<file path="config.mk">
export PLATFORM = sky130hd
export DESIGN_NAME = mfct_counter_timer
export DESIGN_NICKNAME = d
export VERILOG_FILES = /design/src/mfct_pkg.sv /design/src/mfct_counter_timer.sv
export SDC_FILE = /design/constraint.sdc
export NUM_CORES = 2
export LEC_CHECK = 0
export BUFFER_PORTS_ARGS = -buffer_cell sky130_fd_sc_hd__buf_2
export CAP_MARGIN = 20
export CELL_PAD_IN_SITES_DETAIL_PLACEMENT = 1
export CELL_PAD_IN_SITES_GLOBAL_PLACEMENT = 1
export CORE_MARGIN = 10
export CORE_UTILIZATION = 53
export CTS_CLUSTER_SIZE = 16
export DETAILED_ROUTE_END_ITERATION = 7
export PLACE_DENSITY = 0.9
export SLEW_MARGIN = 10
export SYNTH_ARGS = -nofsm -noshare
export SYNTH_HDL_FRONTEND = slang
export SYNTH_SLANG_ARGS = --single-unit
</file>
<file path="constraint.sdc">
create_clock -name clock -period 6.47 [get_ports clock]
set_clock_uncertainty 0.05 [all_clocks]
set_input_delay 0.647 -clock clock [delete_from_list [all_inputs] [get_ports clock]]
set_output_delay 0.647 -clock clock [all_outputs]
set_load 0.1 [all_outputs]
</file>
<file path="src/mfct_pkg.sv">
/*
  mfct_pkg: constants, types and register map of the multifunction
  counter/timer with per-line input debounce.
  Assumes a 50 MHz system clock; offsets are byte addresses of 32-bit words.
*/
package mfct_pkg;

    ////////////////////////////////////////////////////////////////////////
    // clock and timing
    localparam int CLK_MHZ        = 50;       // system clock rate
    localparam int DB_4US_NS      = 4000;     // shortest debounce time
    localparam int DB_64US_NS     = 64000;    // second debounce time
    localparam int DB_1MS_NS      = 1000000;  // third debounce time
    localparam int DB_8MS_NS      = 8000000;  // longest debounce time
    localparam int OUT_PULSE_NS   = 4000;     // event/measure output pulse
    localparam int DB_4US_CYC     = (DB_4US_NS * CLK_MHZ + 999) / 1000;
    localparam int DB_64US_CYC    = (DB_64US_NS * CLK_MHZ + 999) / 1000;
    localparam int DB_1MS_CYC     = (DB_1MS_NS * CLK_MHZ + 999) / 1000;
    localparam int DB_8MS_CYC     = (DB_8MS_NS * CLK_MHZ + 999) / 1000;
    localparam int OUT_PULSE_CYC  = (OUT_PULSE_NS * CLK_MHZ + 999) / 1000;
    localparam int RATE_1M        = 1;        // internal count rates in MHz
    localparam int RATE_4M        = 4;
    localparam int RATE_8M        = 8;

    ////////////////////////////////////////////////////////////////////////
    // register offsets
    localparam logic [7:0] OFS_DB_LO    = 8'h48;  // debounce, lines 0-7
    localparam logic [7:0] OFS_DB_HI    = 8'h4c;  // debounce, lines 8-15
    localparam logic [7:0] OFS_CTRL     = 8'h50;  // counter control
    localparam logic [7:0] OFS_CONST1   = 8'h54;  // first reload constant
    localparam logic [7:0] OFS_CONST2   = 8'h58;  // second reload constant
    localparam logic [7:0] OFS_READBACK = 8'h5c;  // live count
    localparam logic [7:0] OFS_TRIG     = 8'h60;  // software trigger
    localparam logic [7:0] OFS_GIE      = 8'h64;  // global interrupt enable

    // reset values
    localparam logic [31:0] DB_RST    = 32'h0000_0000;
    localparam logic [31:0] CTRL_RST  = 32'h0000_0000;
    localparam logic [31:0] CONST_RST = 32'h0000_0000;

    // counter control field positions
    localparam int CF_MODE    = 0;   // [2:0] mode
    localparam int CF_OUTPOL  = 3;   // output active level
    localparam int CF_INPOL   = 4;   // [5:4] input polarity
    localparam int CF_TRGPOL  = 6;   // external trigger edge
    localparam int CF_TRGSRC  = 7;   // trigger source
    localparam int CF_INTEN   = 8;   // counter interrupt enable
    localparam int CF_CLKSRC  = 9;   // [10:9] clock source
    localparam int CF_LOADSEL = 11;  // watchdog reload source
    localparam int CF_RELEASE = 12;  // interrupt release, self clearing
    localparam int CF_GATEEN  = 13;  // gate-off enable
    localparam int CF_GATEPOL = 14;  // gate-off active level

    // digital lines used by the counter
    localparam int CH_CNT_IN = 2;
    localparam int CH_TRIG   = 3;
    localparam int CH_EXTCLK = 4;
    localparam int CH_GATE   = 5;

    // debounce codes and input polarity codes
    localparam logic [2:0] DB_OFF  = 3'h0;
    localparam logic [2:0] DB_4US  = 3'h1;
    localparam logic [2:0] DB_64US = 3'h2;
    localparam logic [2:0] DB_1MS  = 3'h3;
    localparam logic [2:0] DB_8MS  = 3'h4;
    localparam logic [1:0] IP_LOW  = 2'h1;
    localparam logic [1:0] IP_HIGH = 2'h2;

    typedef enum logic [2:0] {
        MODE_OFF0   = 3'b000,
        MODE_OFF1   = 3'b001,
        MODE_PWM    = 3'b010,
        MODE_WDOG   = 3'b011,
        MODE_EVENT  = 3'b100,
        MODE_PWIDTH = 3'b101,
        MODE_PERIOD = 3'b110,
        MODE_ONESHT = 3'b111
    } mfct_mode_e;

    typedef enum logic [1:0] {
        CT_IDLE = 2'b00,   // stopped
        CT_RUN  = 2'b01,   // counting
        CT_ARM  = 2'b10,   // waiting for pulse start
        CT_MEAS = 2'b11    // measuring pulse
    } mfct_state_e;

    // one register access
    typedef struct packed {
        logic [7:0]  addr;
        logic        wr;
        logic        rd;
        logic [3:0]  be;
        logic [31:0] data;
    } mfct_req_s;

endpackage

</file>
<file path="src/mfct_counter_timer.sv">
/*
  mfct_counter_timer: 32-bit counter/timer with 16-line input debounce.
  Assumes register accesses arrive as one-cycle requests on regReq and
  field lines dioIn are synchronous to clock.
*/
`timescale 1ns/1ns
module mfct_counter_timer #(
    parameter int DB_1MS_CYC = mfct_pkg::DB_1MS_CYC,   // 1 ms debounce count
    parameter int DB_8MS_CYC = mfct_pkg::DB_8MS_CYC    // 8 ms debounce count
) (
    input  wire logic                clock,
    input  wire logic                nrst,
    input  wire mfct_pkg::mfct_req_s regReq,       // register access
    output logic [31:0]              regRdData,    // read data
    output logic                     regRdValid,   // read data strobe
    input  wire logic [15:0]         dioIn,        // field lines
    output logic [15:0]              dioFiltered,  // debounced lines
    output logic                     counterOut,   // waveform pin
    output logic                     counterIrq    // pending interrupt
);

    ////////////////////////////////////////////////////////////////////////
    // registers
    logic [31:0] dbLo_r;      // debounce fields, lines 0-7
    logic [31:0] dbHi_r;      // debounce fields, lines 8-15
    logic [31:0] ctrl_r;      // counter control
    logic [31:0] const1_r;    // first constant
    logic [31:0] const2_r;    // second constant
    logic        gie_r;       // global interrupt enable
    logic [31:0] const1Wr;    // first constant as written
    logic        wrDbLo;
    logic        wrDbHi;
    logic        wrCtrl;
    logic        wrConst1;
    logic        wrConst2;
    logic        wrTrig;
    logic        wrGie;
    logic [31:0] rdMux;       // selected read word

    // merge write data into a word under byte enables
    function automatic logic [31:0] mergeBe(input logic [31:0] oldV,
                                            input logic [31:0] newV,
                                            input logic [3:0]  be);
        logic [31:0] res;
        res = oldV;
        for (int b = 0; b < 4; b++) begin
            if (be[b]) begin
                res[8*b +: 8] = newV[8*b +: 8];
            end
        end
        return res;
    endfunction

    // address decode
    assign wrDbLo   = regReq.wr && (regReq.addr == mfct_pkg::OFS_DB_LO);
    assign wrDbHi   = regReq.wr && (regReq.addr == mfct_pkg::OFS_DB_HI);
    assign wrCtrl   = regReq.wr && (regReq.addr == mfct_pkg::OFS_CTRL);
    assign wrConst1 = regReq.wr && (regReq.addr == mfct_pkg::OFS_CONST1);
    assign wrConst2 = regReq.wr && (regReq.addr == mfct_pkg::OFS_CONST2);
    assign wrTrig   = regReq.wr && (regReq.addr == mfct_pkg::OFS_TRIG) && regReq.be[0] && regReq.data[0];
    assign wrGie    = regReq.wr && (regReq.addr == mfct_pkg::OFS_GIE) && regReq.be[0];
    assign const1Wr = mergeBe(const1_r, regReq.data, regReq.be);

    // register storage
    always_ff @(posedge clock or negedge nrst) begin
        if (!nrst) begin
            dbLo_r   <= mfct_pkg::DB_RST;
            dbHi_r   <= mfct_pkg::DB_RST;
            ctrl_r   <= mfct_pkg::CTRL_RST;
            const1_r <= mfct_pkg::CONST_RST;
            const2_r <= mfct_pkg::CONST_RST;
            gie_r    <= 1'b0;
        end else begin
            if (wrDbLo) dbLo_r <= mergeBe(dbLo_r, regReq.data, regReq.be);
            if (wrDbHi) dbHi_r <= mergeBe(dbHi_r, regReq.data, regReq.be);
            // release bit is a strobe, never stored
            if (wrCtrl) ctrl_r <= mergeBe(ctrl_r, regReq.data, regReq.be) & ~(32'h1 << mfct_pkg::CF_RELEASE);
            if (wrConst1) const1_r <= const1Wr;
            if (wrConst2) const2_r <= mergeBe(const2_r, regReq.data, regReq.be);
            if (wrGie) gie_r <= regReq.data[0];
        end
    end

    ////////////////////////////////////////////////////////////////////////
    // input synchronizer and debounce
    logic [15:0] sync1_r;     // first stage
    logic [15:0] sync2_r;     // second stage
    logic [15:0] deb;         // debounced levels
    logic [15:0] debPrev_r;   // debounced, one cycle late
    logic [63:0] dbAll;       // both debounce registers

    // line n field at bits 4n+2..4n
    assign dbAll = {dbHi_r, dbLo_r};

    always_ff @(posedge clock or negedge nrst) begin
        if (!nrst) begin
            sync1_r   <= 16'h0000;
            sync2_r   <= 16'h0000;
            debPrev_r <= 16'h0000;
        end else begin
            sync1_r   <= dioIn;
            sync2_r   <= sync1_r;
            debPrev_r <= deb;
        end
    end

    genvar g;
    for (g = 0; g < 16; g++) begin : gDeb
        logic [2:0]  code;     // this line's debounce code
        logic [18:0] limit;    // required stable cycles, 0 = off
        logic [18:0] cnt_r;    // stable-time counter
        logic        lvl_r;    // accepted level
        assign code = dbAll[4*g +: 3];
        // code to stable time, reserved codes filter nothing
        assign limit = (code == mfct_pkg::DB_4US)  ? 19'(mfct_pkg::DB_4US_CYC)  :
                       (code == mfct_pkg::DB_64US) ? 19'(mfct_pkg::DB_64US_CYC) :
                       (code == mfct_pkg::DB_1MS)  ? 19'(DB_1MS_CYC)            :
                       (code == mfct_pkg::DB_8MS)  ? 19'(DB_8MS_CYC)            : 19'h00000;
        always_ff @(posedge clock or negedge nrst) begin
            if (!nrst) begin
                cnt_r <= 19'h00000;
                lvl_r <= 1'b0;
            end else if (limit == 19'h00000 || sync2_r[g] == lvl_r) begin
                cnt_r <= 19'h00000;
                lvl_r <= sync2_r[g];
            end else if (cnt_r >= limit - 19'h00001) begin
                cnt_r <= 19'h00000;
                lvl_r <= sync2_r[g];
            end else begin
                cnt_r <= cnt_r + 19'h00001;
            end
        end
        assign deb[g] = lvl_r;
    end

    assign dioFiltered = deb;

    ////////////////////////////////////////////////////////////////////////
    // count-rate enables
    localparam int RATES[3] = '{mfct_pkg::RATE_1M, mfct_pkg::RATE_4M, mfct_pkg::RATE_8M};
    logic [2:0] rateTick;     // 1, 4, 8 MHz enables

    // phase accumulators give exact average rates
    for (g = 0; g < 3; g++) begin : gRate
        logic [5:0] acc_r;
        logic [6:0] sum;
        assign sum = {1'b0, acc_r} + 7'(RATES[g]);
        always_ff @(posedge clock or negedge nrst) begin
            if (!nrst) begin
                acc_r <= 6'h00;
            end else if (sum >= 7'(mfct_pkg::CLK_MHZ)) begin
                acc_r <= 6'(sum - 7'(mfct_pkg::CLK_MHZ));
            end else begin
                acc_r <= sum[5:0];
            end
        end
        assign rateTick[g] = (sum >= 7'(mfct_pkg::CLK_MHZ));
    end

    ////////////////////////////////////////////////////////////////////////
    // control decode
    mfct_pkg::mfct_mode_e mode;
    logic [1:0] clkSrc;
    logic [1:0] inPol;
    logic       tick;         // selected count enable
    logic       inLvl;        // counter input active
    logic       inLvlPrev;
    logic       inEdge;       // counter input becomes active
    logic       trigEdge;     // external trigger edge
    logic       trig;         // selected trigger
    logic       gateAct;      // gate-off active and enabled
    logic       reload;       // watchdog reload request

    assign mode   = mfct_pkg::mfct_mode_e'(ctrl_r[mfct_pkg::CF_MODE +: 3]);
    assign clkSrc = ctrl_r[mfct_pkg::CF_CLKSRC +: 2];
    assign inPol  = ctrl_r[mfct_pkg::CF_INPOL +: 2];

    assign tick = (clkSrc == 2'h0) ? rateTick[0] :
                  (clkSrc == 2'h1) ? rateTick[1] :
                  (clkSrc == 2'h2) ? rateTick[2] :
                  (deb[mfct_pkg::CH_EXTCLK] & ~debPrev_r[mfct_pkg::CH_EXTCLK]);

    assign inLvl = (inPol == mfct_pkg::IP_LOW)  ? ~deb[mfct_pkg::CH_CNT_IN] :
                   (inPol == mfct_pkg::IP_HIGH) ?  deb[mfct_pkg::CH_CNT_IN] : 1'b0;
    assign inLvlPrev = (inPol == mfct_pkg::IP_LOW)  ? ~debPrev_r[mfct_pkg::CH_CNT_IN] :
                       (inPol == mfct_pkg::IP_HIGH) ?  debPrev_r[mfct_pkg::CH_CNT_IN] : 1'b0;
    assign inEdge = inLvl & ~inLvlPrev;

    assign trigEdge = ctrl_r[mfct_pkg::CF_TRGPOL] ?
                      ( deb[mfct_pkg::CH_TRIG] & ~debPrev_r[mfct_pkg::CH_TRIG]) :
                      (~deb[mfct_pkg::CH_TRIG] &  debPrev_r[mfct_pkg::CH_TRIG]);
    assign trig = ctrl_r[mfct_pkg::CF_TRGSRC] ? trigEdge : wrTrig;

    assign gateAct = ctrl_r[mfct_pkg::CF_GATEEN] &
                     (deb[mfct_pkg::CH_GATE] == ctrl_r[mfct_pkg::CF_GATEPOL]);
    // reload by constant write or input pulse
    assign reload = ctrl_r[mfct_pkg::CF_LOADSEL] ? inEdge : wrConst1;

    ////////////////////////////////////////////////////////////////////////
    // counter core
    mfct_pkg::mfct_state_e state_r, state_nxt;
    logic [31:0] cnt_r, cnt_nxt;        // live count
    logic        phase_r, phase_nxt;    // PWM: 0 interval, 1 pulse
    logic        act_r, act_nxt;        // output active (PWM, watchdog)
    logic [7:0]  pulse_r, pulse_nxt;    // output pulse timer
    logic        evt;                   // interrupt-worthy event
    logic [31:0] evtStep;               // event count after step
    logic [31:0] ldVal;                 // watchdog reload value
    logic        outAct;                // output active, next cycle

    assign ldVal   = wrConst1 ? const1Wr : const1_r;
    assign evtStep = gateAct ? cnt_r - 32'h1 : cnt_r + 32'h1;

    always_comb begin
        state_nxt = state_r;
        cnt_nxt   = cnt_r;
        phase_nxt = phase_r;
        act_nxt   = act_r;
        pulse_nxt = (pulse_r == 8'h00) ? 8'h00 : pulse_r - 8'h01;
        evt       = 1'b0;
        case (mode)
            mfct_pkg::MODE_PWM: begin
                if (trig) begin
                    // start with the interval, output inactive
                    state_nxt = mfct_pkg::CT_RUN;
                    cnt_nxt   = const1_r;
                    phase_nxt = 1'b0;
                    act_nxt   = 1'b0;
                end else if (state_r == mfct_pkg::CT_RUN && tick) begin
                    if (cnt_r == 32'h0) begin
                        phase_nxt = ~phase_r;
                        act_nxt   = ~phase_r;
                        cnt_nxt   = phase_r ? const1_r : const2_r;
                        evt       = 1'b1;
                    end else begin
                        cnt_nxt = cnt_r - 32'h1;
                    end
                end
            end
            mfct_pkg::MODE_WDOG: begin
                if (reload) begin
                    cnt_nxt = ldVal;
                end
                if (trig) begin
                    // zero count times out at once
                    if (!reload && cnt_r == 32'h0) begin
                        state_nxt = mfct_pkg::CT_IDLE;
                        act_nxt   = 1'b0;
                        evt       = 1'b1;
                    end else begin
                        state_nxt = mfct_pkg::CT_RUN;
                        act_nxt   = 1'b1;
                    end
                end else if (state_r == mfct_pkg::CT_RUN && tick && !gateAct && !reload) begin
                    if (cnt_r == 32'h0) begin
                        state_nxt = mfct_pkg::CT_IDLE;
                        act_nxt   = 1'b0;
                        evt       = 1'b1;
                    end else begin
                        cnt_nxt = cnt_r - 32'h1;
                    end
                end
            end
            mfct_pkg::MODE_EVENT: begin
                act_nxt = 1'b0;
                if (trig) begin
                    state_nxt = mfct_pkg::CT_RUN;
                    cnt_nxt   = 32'h0;
                end else if (state_r == mfct_pkg::CT_RUN && inEdge) begin
                    if (evtStep == const1_r) begin
                        cnt_nxt   = 32'h0;
                        pulse_nxt = 8'(mfct_pkg::OUT_PULSE_CYC);
                        evt       = 1'b1;
                    end else begin
                        cnt_nxt = evtStep;
                    end
                end
            end
            mfct_pkg::MODE_PWIDTH: begin
                act_nxt = 1'b0;
                if (trig) begin
                    state_nxt = mfct_pkg::CT_ARM;
                    cnt_nxt   = 32'h0;
                end else if (state_r == mfct_pkg::CT_ARM && inEdge) begin
                    state_nxt = mfct_pkg::CT_MEAS;
                end else if (state_r == mfct_pkg::CT_MEAS) begin
                    if (!inLvl) begin
                        state_nxt = mfct_pkg::CT_IDLE;
                        pulse_nxt = 8'(mfct_pkg::OUT_PULSE_CYC);
                        evt       = 1'b1;
                    end else if (tick && cnt_r != 32'hffff_ffff) begin
                        cnt_nxt = cnt_r + 32'h1;
                    end
                end
            end
            default: begin
                // disabled and unsupported modes stop
                state_nxt = mfct_pkg::CT_IDLE;
                act_nxt   = 1'b0;
            end
        endcase
    end

    assign outAct = act_nxt | (pulse_nxt != 8'h00);

    // core state registers
    always_ff @(posedge clock or negedge nrst) begin
        if (!nrst) begin
            state_r <= mfct_pkg::CT_IDLE;
            cnt_r   <= 32'h0;
            phase_r <= 1'b0;
            act_r   <= 1'b0;
            pulse_r <= 8'h00;
        end else begin
            state_r <= state_nxt;
            cnt_r   <= cnt_nxt;
            phase_r <= phase_nxt;
            act_r   <= act_nxt;
            pulse_r <= pulse_nxt;
        end
    end

    ////////////////////////////////////////////////////////////////////////
    // output pin, interrupt and read port
    always_ff @(posedge clock or negedge nrst) begin
        if (!nrst) begin
            counterOut <= 1'b1;
            counterIrq <= 1'b0;
        end else begin
            counterOut <= ctrl_r[mfct_pkg::CF_OUTPOL] ? outAct : ~outAct;
            if (evt && ctrl_r[mfct_pkg::CF_INTEN] && gie_r) begin
                counterIrq <= 1'b1;
            end else if (wrCtrl && regReq.data[mfct_pkg::CF_RELEASE] && regReq.be[1]) begin
                counterIrq <= 1'b0;
            end
        end
    end

    // read select, unmapped reads zero
    assign rdMux = (regReq.addr == mfct_pkg::OFS_DB_LO)    ? dbLo_r   :
                   (regReq.addr == mfct_pkg::OFS_DB_HI)    ? dbHi_r   :
                   (regReq.addr == mfct_pkg::OFS_CTRL)     ? ctrl_r   :
                   (regReq.addr == mfct_pkg::OFS_CONST1)   ? const1_r :
                   (regReq.addr == mfct_pkg::OFS_CONST2)   ? const2_r :
                   (regReq.addr == mfct_pkg::OFS_READBACK) ? cnt_r    :
                   (regReq.addr == mfct_pkg::OFS_GIE)      ? {31'h0, gie_r} : 32'h0;

    // read data registered one cycle after request
    always_ff @(posedge clock or negedge nrst) begin
        if (!nrst) begin
            regRdData  <= 32'h0;
            regRdValid <= 1'b0;
        end else begin
            regRdValid <= regReq.rd;
            if (regReq.rd) regRdData <= rdMux;
        end
    end

endmodule // mfct_counter_timer

</file>
# ---- Yosys cells after proc, flatten, opt, wreduce, memory -nomap -nowiden
# Cells that the tools add are included.
dict set report totals {
  register_bits 614
  output_inout_bits 51
  word_cells 569
}
dict set report classes {
  addsub 41
  n_lt_le_gt_ge 19
  n_eq_ne 113
  n_mux 218
  bitwise_logic 14
  n_reduce_logical 99
}
# cell count
set op_table {}
lappend op_table {{$mux W19} 96}
lappend op_table {{$mux W32} 24}
lappend op_table {{$add A19 B1 Y19 const B} 16}
lappend op_table {{$ge A19 B19 Y1} 16}
lappend op_table {{$logic_not A19 Y1} 16}
lappend op_table {{$sub A19 B1 Y19 const B} 16}
lappend op_table {{$pmux W32 S4} 1}
lappend op_table {{$eq A3 B2 Y1 const B} 34}
lappend op_table {{$mux W8} 12}
lappend op_table {{$mux W1} 70}
lappend op_table {{$eq A8 B7 Y1 const B} 8}
lappend op_table {{$eq A3 B3 Y1 const B} 18}
lappend op_table {{$eq A3 B1 Y1 const B} 16}
lappend op_table {{$reduce_bool A2 Y1} 19}
lappend op_table {{$add A32 B1 Y32 const B} 1}
lappend op_table {{$eq A32 B32 Y1} 1}
lappend op_table {{$logic_not A32 Y1} 1}
lappend op_table {{$ne A32 B32 Y1 const B} 1}
lappend op_table {{$reduce_and A2 Y1} 16}
lappend op_table {{$sub A32 B1 Y32 const B} 1}
lappend op_table {{$ne A3 B3 Y1 const B} 8}
lappend op_table {{$ge A7 B6 Y1 const B} 3}
lappend op_table {{$logic_and A1 B1 Y1} 21}
lappend op_table {{$mux W6} 3}
lappend op_table {{other kinds (28)} 86}

# ---- Logic depth before layout (Yosys ltp)
dict set report logic_depth {
  ltp_word 14
  depth_mapped 16
  ltp_nobuf 15
}

# ---- Worst setup path before layout
# No wires, ideal clock.
dict set report synth_path {
  path_kind {register to register}
  from {register cnt_r[0]}
  to {register cnt_r[15]}
  arrival_ps 4132
  t_required_ps 6288
  path_slack_ps 2156
  stages_incl_launch_ff 16
  synth_period_minus_slack_ps 4314
  cell_sequence {dfrtp_1 -> clkbuf_1 -> inv_1 -> ha_1 -> or4b_2 -> nor4_2 -> xnor2_1 -> o221ai_1 -> o32ai_1 -> or4b_1 -> or4_4 -> o21ai_4 -> buf_4 -> nor3_1 -> o311ai_1 -> o21ai_1}
}
dict set report synth_between {
  elab_chain_cells 7
  elab_cells_between_ends 24
  classes_between {add/sub: 2; eq/ne: 3; mux: 16; reduce/logical: 3}
}
# element line
set synth_lines {}
lappend synth_lines {{start: declaration} mfct_counter_timer.sv:202} ;# logic [31:0] cnt_r, cnt_nxt;
lappend synth_lines {{start signal: assignment} mfct_counter_timer.sv:316} ;# cnt_r <= cnt_nxt;
lappend synth_lines {{$add A32 B1 Y32 / $sub A32 B1 Y32 (equally long branches)} --}
lappend synth_lines {{$mux W32 (on tied branches)} {mfct_counter_timer.sv:212, mfct_counter_timer.sv:291}}
lappend synth_lines {{$eq A32 B32 Y1 / $mux W32 (equally long branches)} {mfct_counter_timer.sv:270, mfct_counter_timer.sv:287}}
lappend synth_lines {{$mux W32 (on tied branches)} {mfct_counter_timer.sv:270, mfct_counter_timer.sv:286}}
lappend synth_lines {{$mux W32 (on tied branches)} {mfct_counter_timer.sv:269, mfct_counter_timer.sv:284}}
lappend synth_lines {{$mux W32 (on tied branches)} {mfct_counter_timer.sv:266, mfct_counter_timer.sv:281}}
lappend synth_lines {{$pmux W32 S4} mfct_counter_timer.sv:221} ;# case (mode)
# Parallel ways exist; a longest one is shown, timed or not. The select of a mux whose other input is x is not followed.
# A chain may end at the register's enable or synchronous reset.

# ---- Final worst setup path
dict set report layout_path {
  from {register cnt_r[2]}
  to {register pulse_r[5]}
}
dict set report layout_between {
  elab_chain_cells 7
  elab_cells_between_ends 8
  classes_between {add/sub: 2; eq/ne: 1; mux: 5}
}
# element line
set layout_lines {}
lappend layout_lines {{$add A32 B1 Y32 / $sub A32 B1 Y32 (equally long branches)} mfct_counter_timer.sv:212} ;# assign evtStep = gateAct ? cnt_r - 32'h1 : cnt_r + 32'h1;
lappend layout_lines {{$mux W32 *} mfct_counter_timer.sv:212}
lappend layout_lines {{$eq A32 B32 Y1 *} mfct_counter_timer.sv:270} ;# if (evtStep == const1_r) begin
lappend layout_lines {{$mux W8 *} mfct_counter_timer.sv:270}
lappend layout_lines {{$mux W8 *} mfct_counter_timer.sv:269} ;# end else if (state_r == mfct_pkg::CT_RUN && inEdge) begin
lappend layout_lines {{$mux W8 *} mfct_counter_timer.sv:266} ;# if (trig) begin
lappend layout_lines {{$pmux W8 S2 *} mfct_counter_timer.sv:221}
lappend layout_lines {{via pulse_nxt[5]} mfct_counter_timer.sv:205} ;# logic [7:0] pulse_r, pulse_nxt;
lappend layout_lines {{end signal: assignment} mfct_counter_timer.sv:319} ;# pulse_r <= pulse_nxt;
lappend layout_lines {{end: declaration} mfct_counter_timer.sv:205}
# The timed path passes the listed nets; every way through them passes the cells marked *.

==> results by group <==
STA
  • Min Tclk post-route: 5460 ps
  • Worst slew margin: 0.1333
  • Fmax: 0.1832 GHz
  • Post-Route Setup TNS: 0 ps
  • Setup ws final: 1010 ps
  • Ratio of final minimum period to clock period: 0.8439
  • Final Hold Violating Endpoints: 0
  • Final setup viols: 0
  • Worst Max-Slew Pin Slew: 1300 ps
  • RSZ-0062 raised after global routing: false
  • Fin. max-slew vios: 0

Die
  • Die footprint: 85370 um^2
  • Core area: 73210 um^2
  • Die Wd: 292.2 um
  • Die H: 292.2 um
  • Top Ports: 115
  • Initial core utilization: 0.5363
  • Row cnt: 99

Pwr
  • Logic pwr share: 0.275
  • Peak supply drop: 251.2 uV
  • Flop pwr share: 0.375
  • Switching share of power: 0.3820
  • Pwr Density: 289.3 nW/um^2
  • P_leak: 19.67 nW
  • Design internal power: 7.753 mW
  • Sw power: 4.793 mW
  • Clock power frac: 0.350

CTS
  • Worst-Skew Late Latency: 650 ps
  • Hold buffer count at CTS: 0
  • TritonCTS clock tree: yes
  • Clock root buffer: clkbuf_16
  • TritonCTS buffer count: 72
  • H-tree Lvls: 3
  • Clock buffer depth: 3
  • Post-CTS Repair Setup Buffers: 0
  • Clk sinks: 610
  • Reg clk slew, reported paths: 60 ps
  • Post-CTS resize count: 0

Synthesis
  • Area share of the largest cell type after synthesis: 0.3881
  • Synth area leader: dfrtp_1
  • Synth Warn #: 0
  • Synth area leaders: dfrtp_1 (39%), ha_1 (9.2%), nor2_1 (6.3%)
  • EDFF count, synth: 0
  • Distinct cells, synth: 86
  • Sequential area share after synthesis: 0.3888
  • Yosys reg bits: 610
  • Syn Inst Count: 4319
  • Synthesized area: 39260 um^2
  • Syn avg cell area: 9.091 um^2
  • Synth Flop Type: dfrtp_1
  • Asr flop ratio synth: 1.000

Hold path
  • HP Class: input port to async pin

Placed design
  • Place WS: 1118 ps
  • I/O Buffers: 114
  • Post-DP HPWL: 95.44 mm
  • Dpl cells: 5267
  • RePlAce Congestion: 1.043
  • DP Area: 40840 um^2

GRT
  • Total GRT Usage: 0.3290
  • First-pass GRT wire length: 224.8 mm
  • Initial antenna violation count: 17
  • Total gr overflow: 0
  • Largest net degree at the start of global routing: 153
  • Vias in the first global route: 38534

Drt
  • DR pass1 iterations: 6
  • DR DRC count: 0
  • Post-route ant nets: 0
  • DR vias/cell: 6.674
  • DR WL/cell: 26.80 um
  • Via count: 36097
  • Routed wire length: 145.0 mm
  • DR iter-0 viols: 3478

Final layout
  • Most frequent cells in the layout: nor2_1 (654), dfrtp_1 (609), nand2_1 (291)
  • Syn-to-layout area delta: 10.46%
  • Fin nets: 4735
  • Sequential Area: 15270 um^2
  • Filler instances: 8261
  • Finished Cell Area: 43370 um^2
  • Fin util: 0.5924
  • Commonest non-fill, non-tap cell in the layout: nor2_1
  • Final std cells w/o fill: 5409
  • Area of the multi-input gates: 22850 um^2
  • Share of layout cells above drive strength 1: 0.1095

Critical path
  • Crit start category: register
  • Worst Path Arrival: 5920 ps
  • Crit-path max cell delay: 810 ps
  • Worst Path Buf+Inv: 0
  • Setup CP Type: register to register
  • Max FO, Critical Path: 19
  • Crit-path cells: nand4_1 -> or4_1 -> or4_4 -> and2_0 -> o32ai_1 -> or4b_1 -> or4_4 -> nor2_1 -> a41oi_1 -> nand2b_1 -> nor2_1
  • Delay-heaviest family, CP: simple AND/OR/NAND/NOR gates
  • Crit path max-delay cell type: or4_1
  • CP Capture Type: register
  • Worst Path Required: 6930 ps

Status
  • Status: complete, no violations

Flow run
  • Max Cap Viol: 0
-- cells in the mapped netlist (all sizes together) (12+ instances only) --
cell	instances
mux2i	15
nor4	32
a211oi	14
o22ai	20
nand2b	36
and4	23
a31oi	24
nand3	199
and3	84
a21o	58
o21ai	205
a22oi	96
mux2	159
nor2b	36
nor3	94
a21oi	188
buf	39
a41oi	31
inv	127
o21a	16
ha	288
nand2	291
clkbuf	159
or4	21
nand4	86
xnor2	275
a221oi	23
dfrtp	609
or3	21
a211o	12
xor2	188
and2	14
nor2	658
o31ai	25
o211ai	14
-- area by class of cell --
| type | count | area share |
|---|---|---|
| Clock inverter | 26 | 0.008309 |
| Clock buffer | 104 | 0.04899 |
| Antenna cell | 11 | 0.0006347 |
| Tap cell | 959 | 0.02767 |
| Timing Repair Buffer | 173 | 0.02455 |
| Inverter | 127 | 0.01099 |
| Multi-Input combinational cell | 3399 | 0.5268 |
| Sequential cell | 610 | 0.3520 |
-- routing by layer --
layer  share of wire  GRT usage  vias up
met5         0.00038          0        -
met4           0.064     0.1916        8
met3           0.074    0.06640      623
met2            0.48     0.5452     1681
met1            0.39     0.3941    18249
li1                -          -    15536
-- per-stage QoR --
stage | power, mW | hold slack, ps
6_report | 12.55 | 22.07
5_1_grt | 13.01 | 50.47
4_1_cts | 12.48 | 50.89
3_5_place_dp | 8.062 | 291.2
3_3_place_gp | 7.955 | 281.4
2_1_floorplan | 7.037 | 281.2
-- registers in the layout, indices dropped and copies added (netlist names), 2 cells and up --
register	count
gRate.acc_r	16
gDeb.lvl_r	16
const1_r	32
ctrl_r	31
dbLo_r	32
state_r	2
gDeb.cnt_r	304
dbHi_r	32
pulse_r	8
regRdData	32
const2_r	32
sync2_r	16
debPrev_r	3
cnt_r	32
sync1_r	16
-- cell families after synthesis --
kind of cell / after synthesis / share of synthesized area
mux: 176 / 0.05057
flops: 610 / 0.3888
other cells: 1 / 0.00009551
xor+xnor: 464 / 0.1039
buf+inv: 325 / 0.03292
compound gates: 821 / 0.1370
simple gates: 1634 / 0.1949
fa+ha+maj: 288 / 0.09178
-- power groups by stage --
stage	sequential [mW]	combinational, mW	clock, mW
after global placement	4.71	3.25	0
after global routing	4.75	3.70	4.57
after floorplan	4.51	2.53	0
after detailed placement	4.74	3.33	0
final	4.70	3.45	4.39
after CTS	4.68	3.39	4.41
-- worst paths after layout --
| path | start | endpoint | slack (ps) | cells after the start |
|---|---|---|---|---|
| worst max register to register | cnt_r[2] | pulse_r[5] | 1010 | 11 |
| worst min register to register | sync1_r[7] | sync2_r[7] | 300 | 0 |
| min in group clock | dioIn[1] | sync1_r[1] | 50 | 1 |
| worst max-delay path | cnt_r[2] | pulse_r[5] | 1010 | 11 |
| max in group asynchronous | nrst | gDeb[4].cnt_r[1] | 4810 | 2 |
| worst min-delay path | nrst | gDeb[9].cnt_r[2] | 20 | 1 |
(Power assumes the default switching activity.)
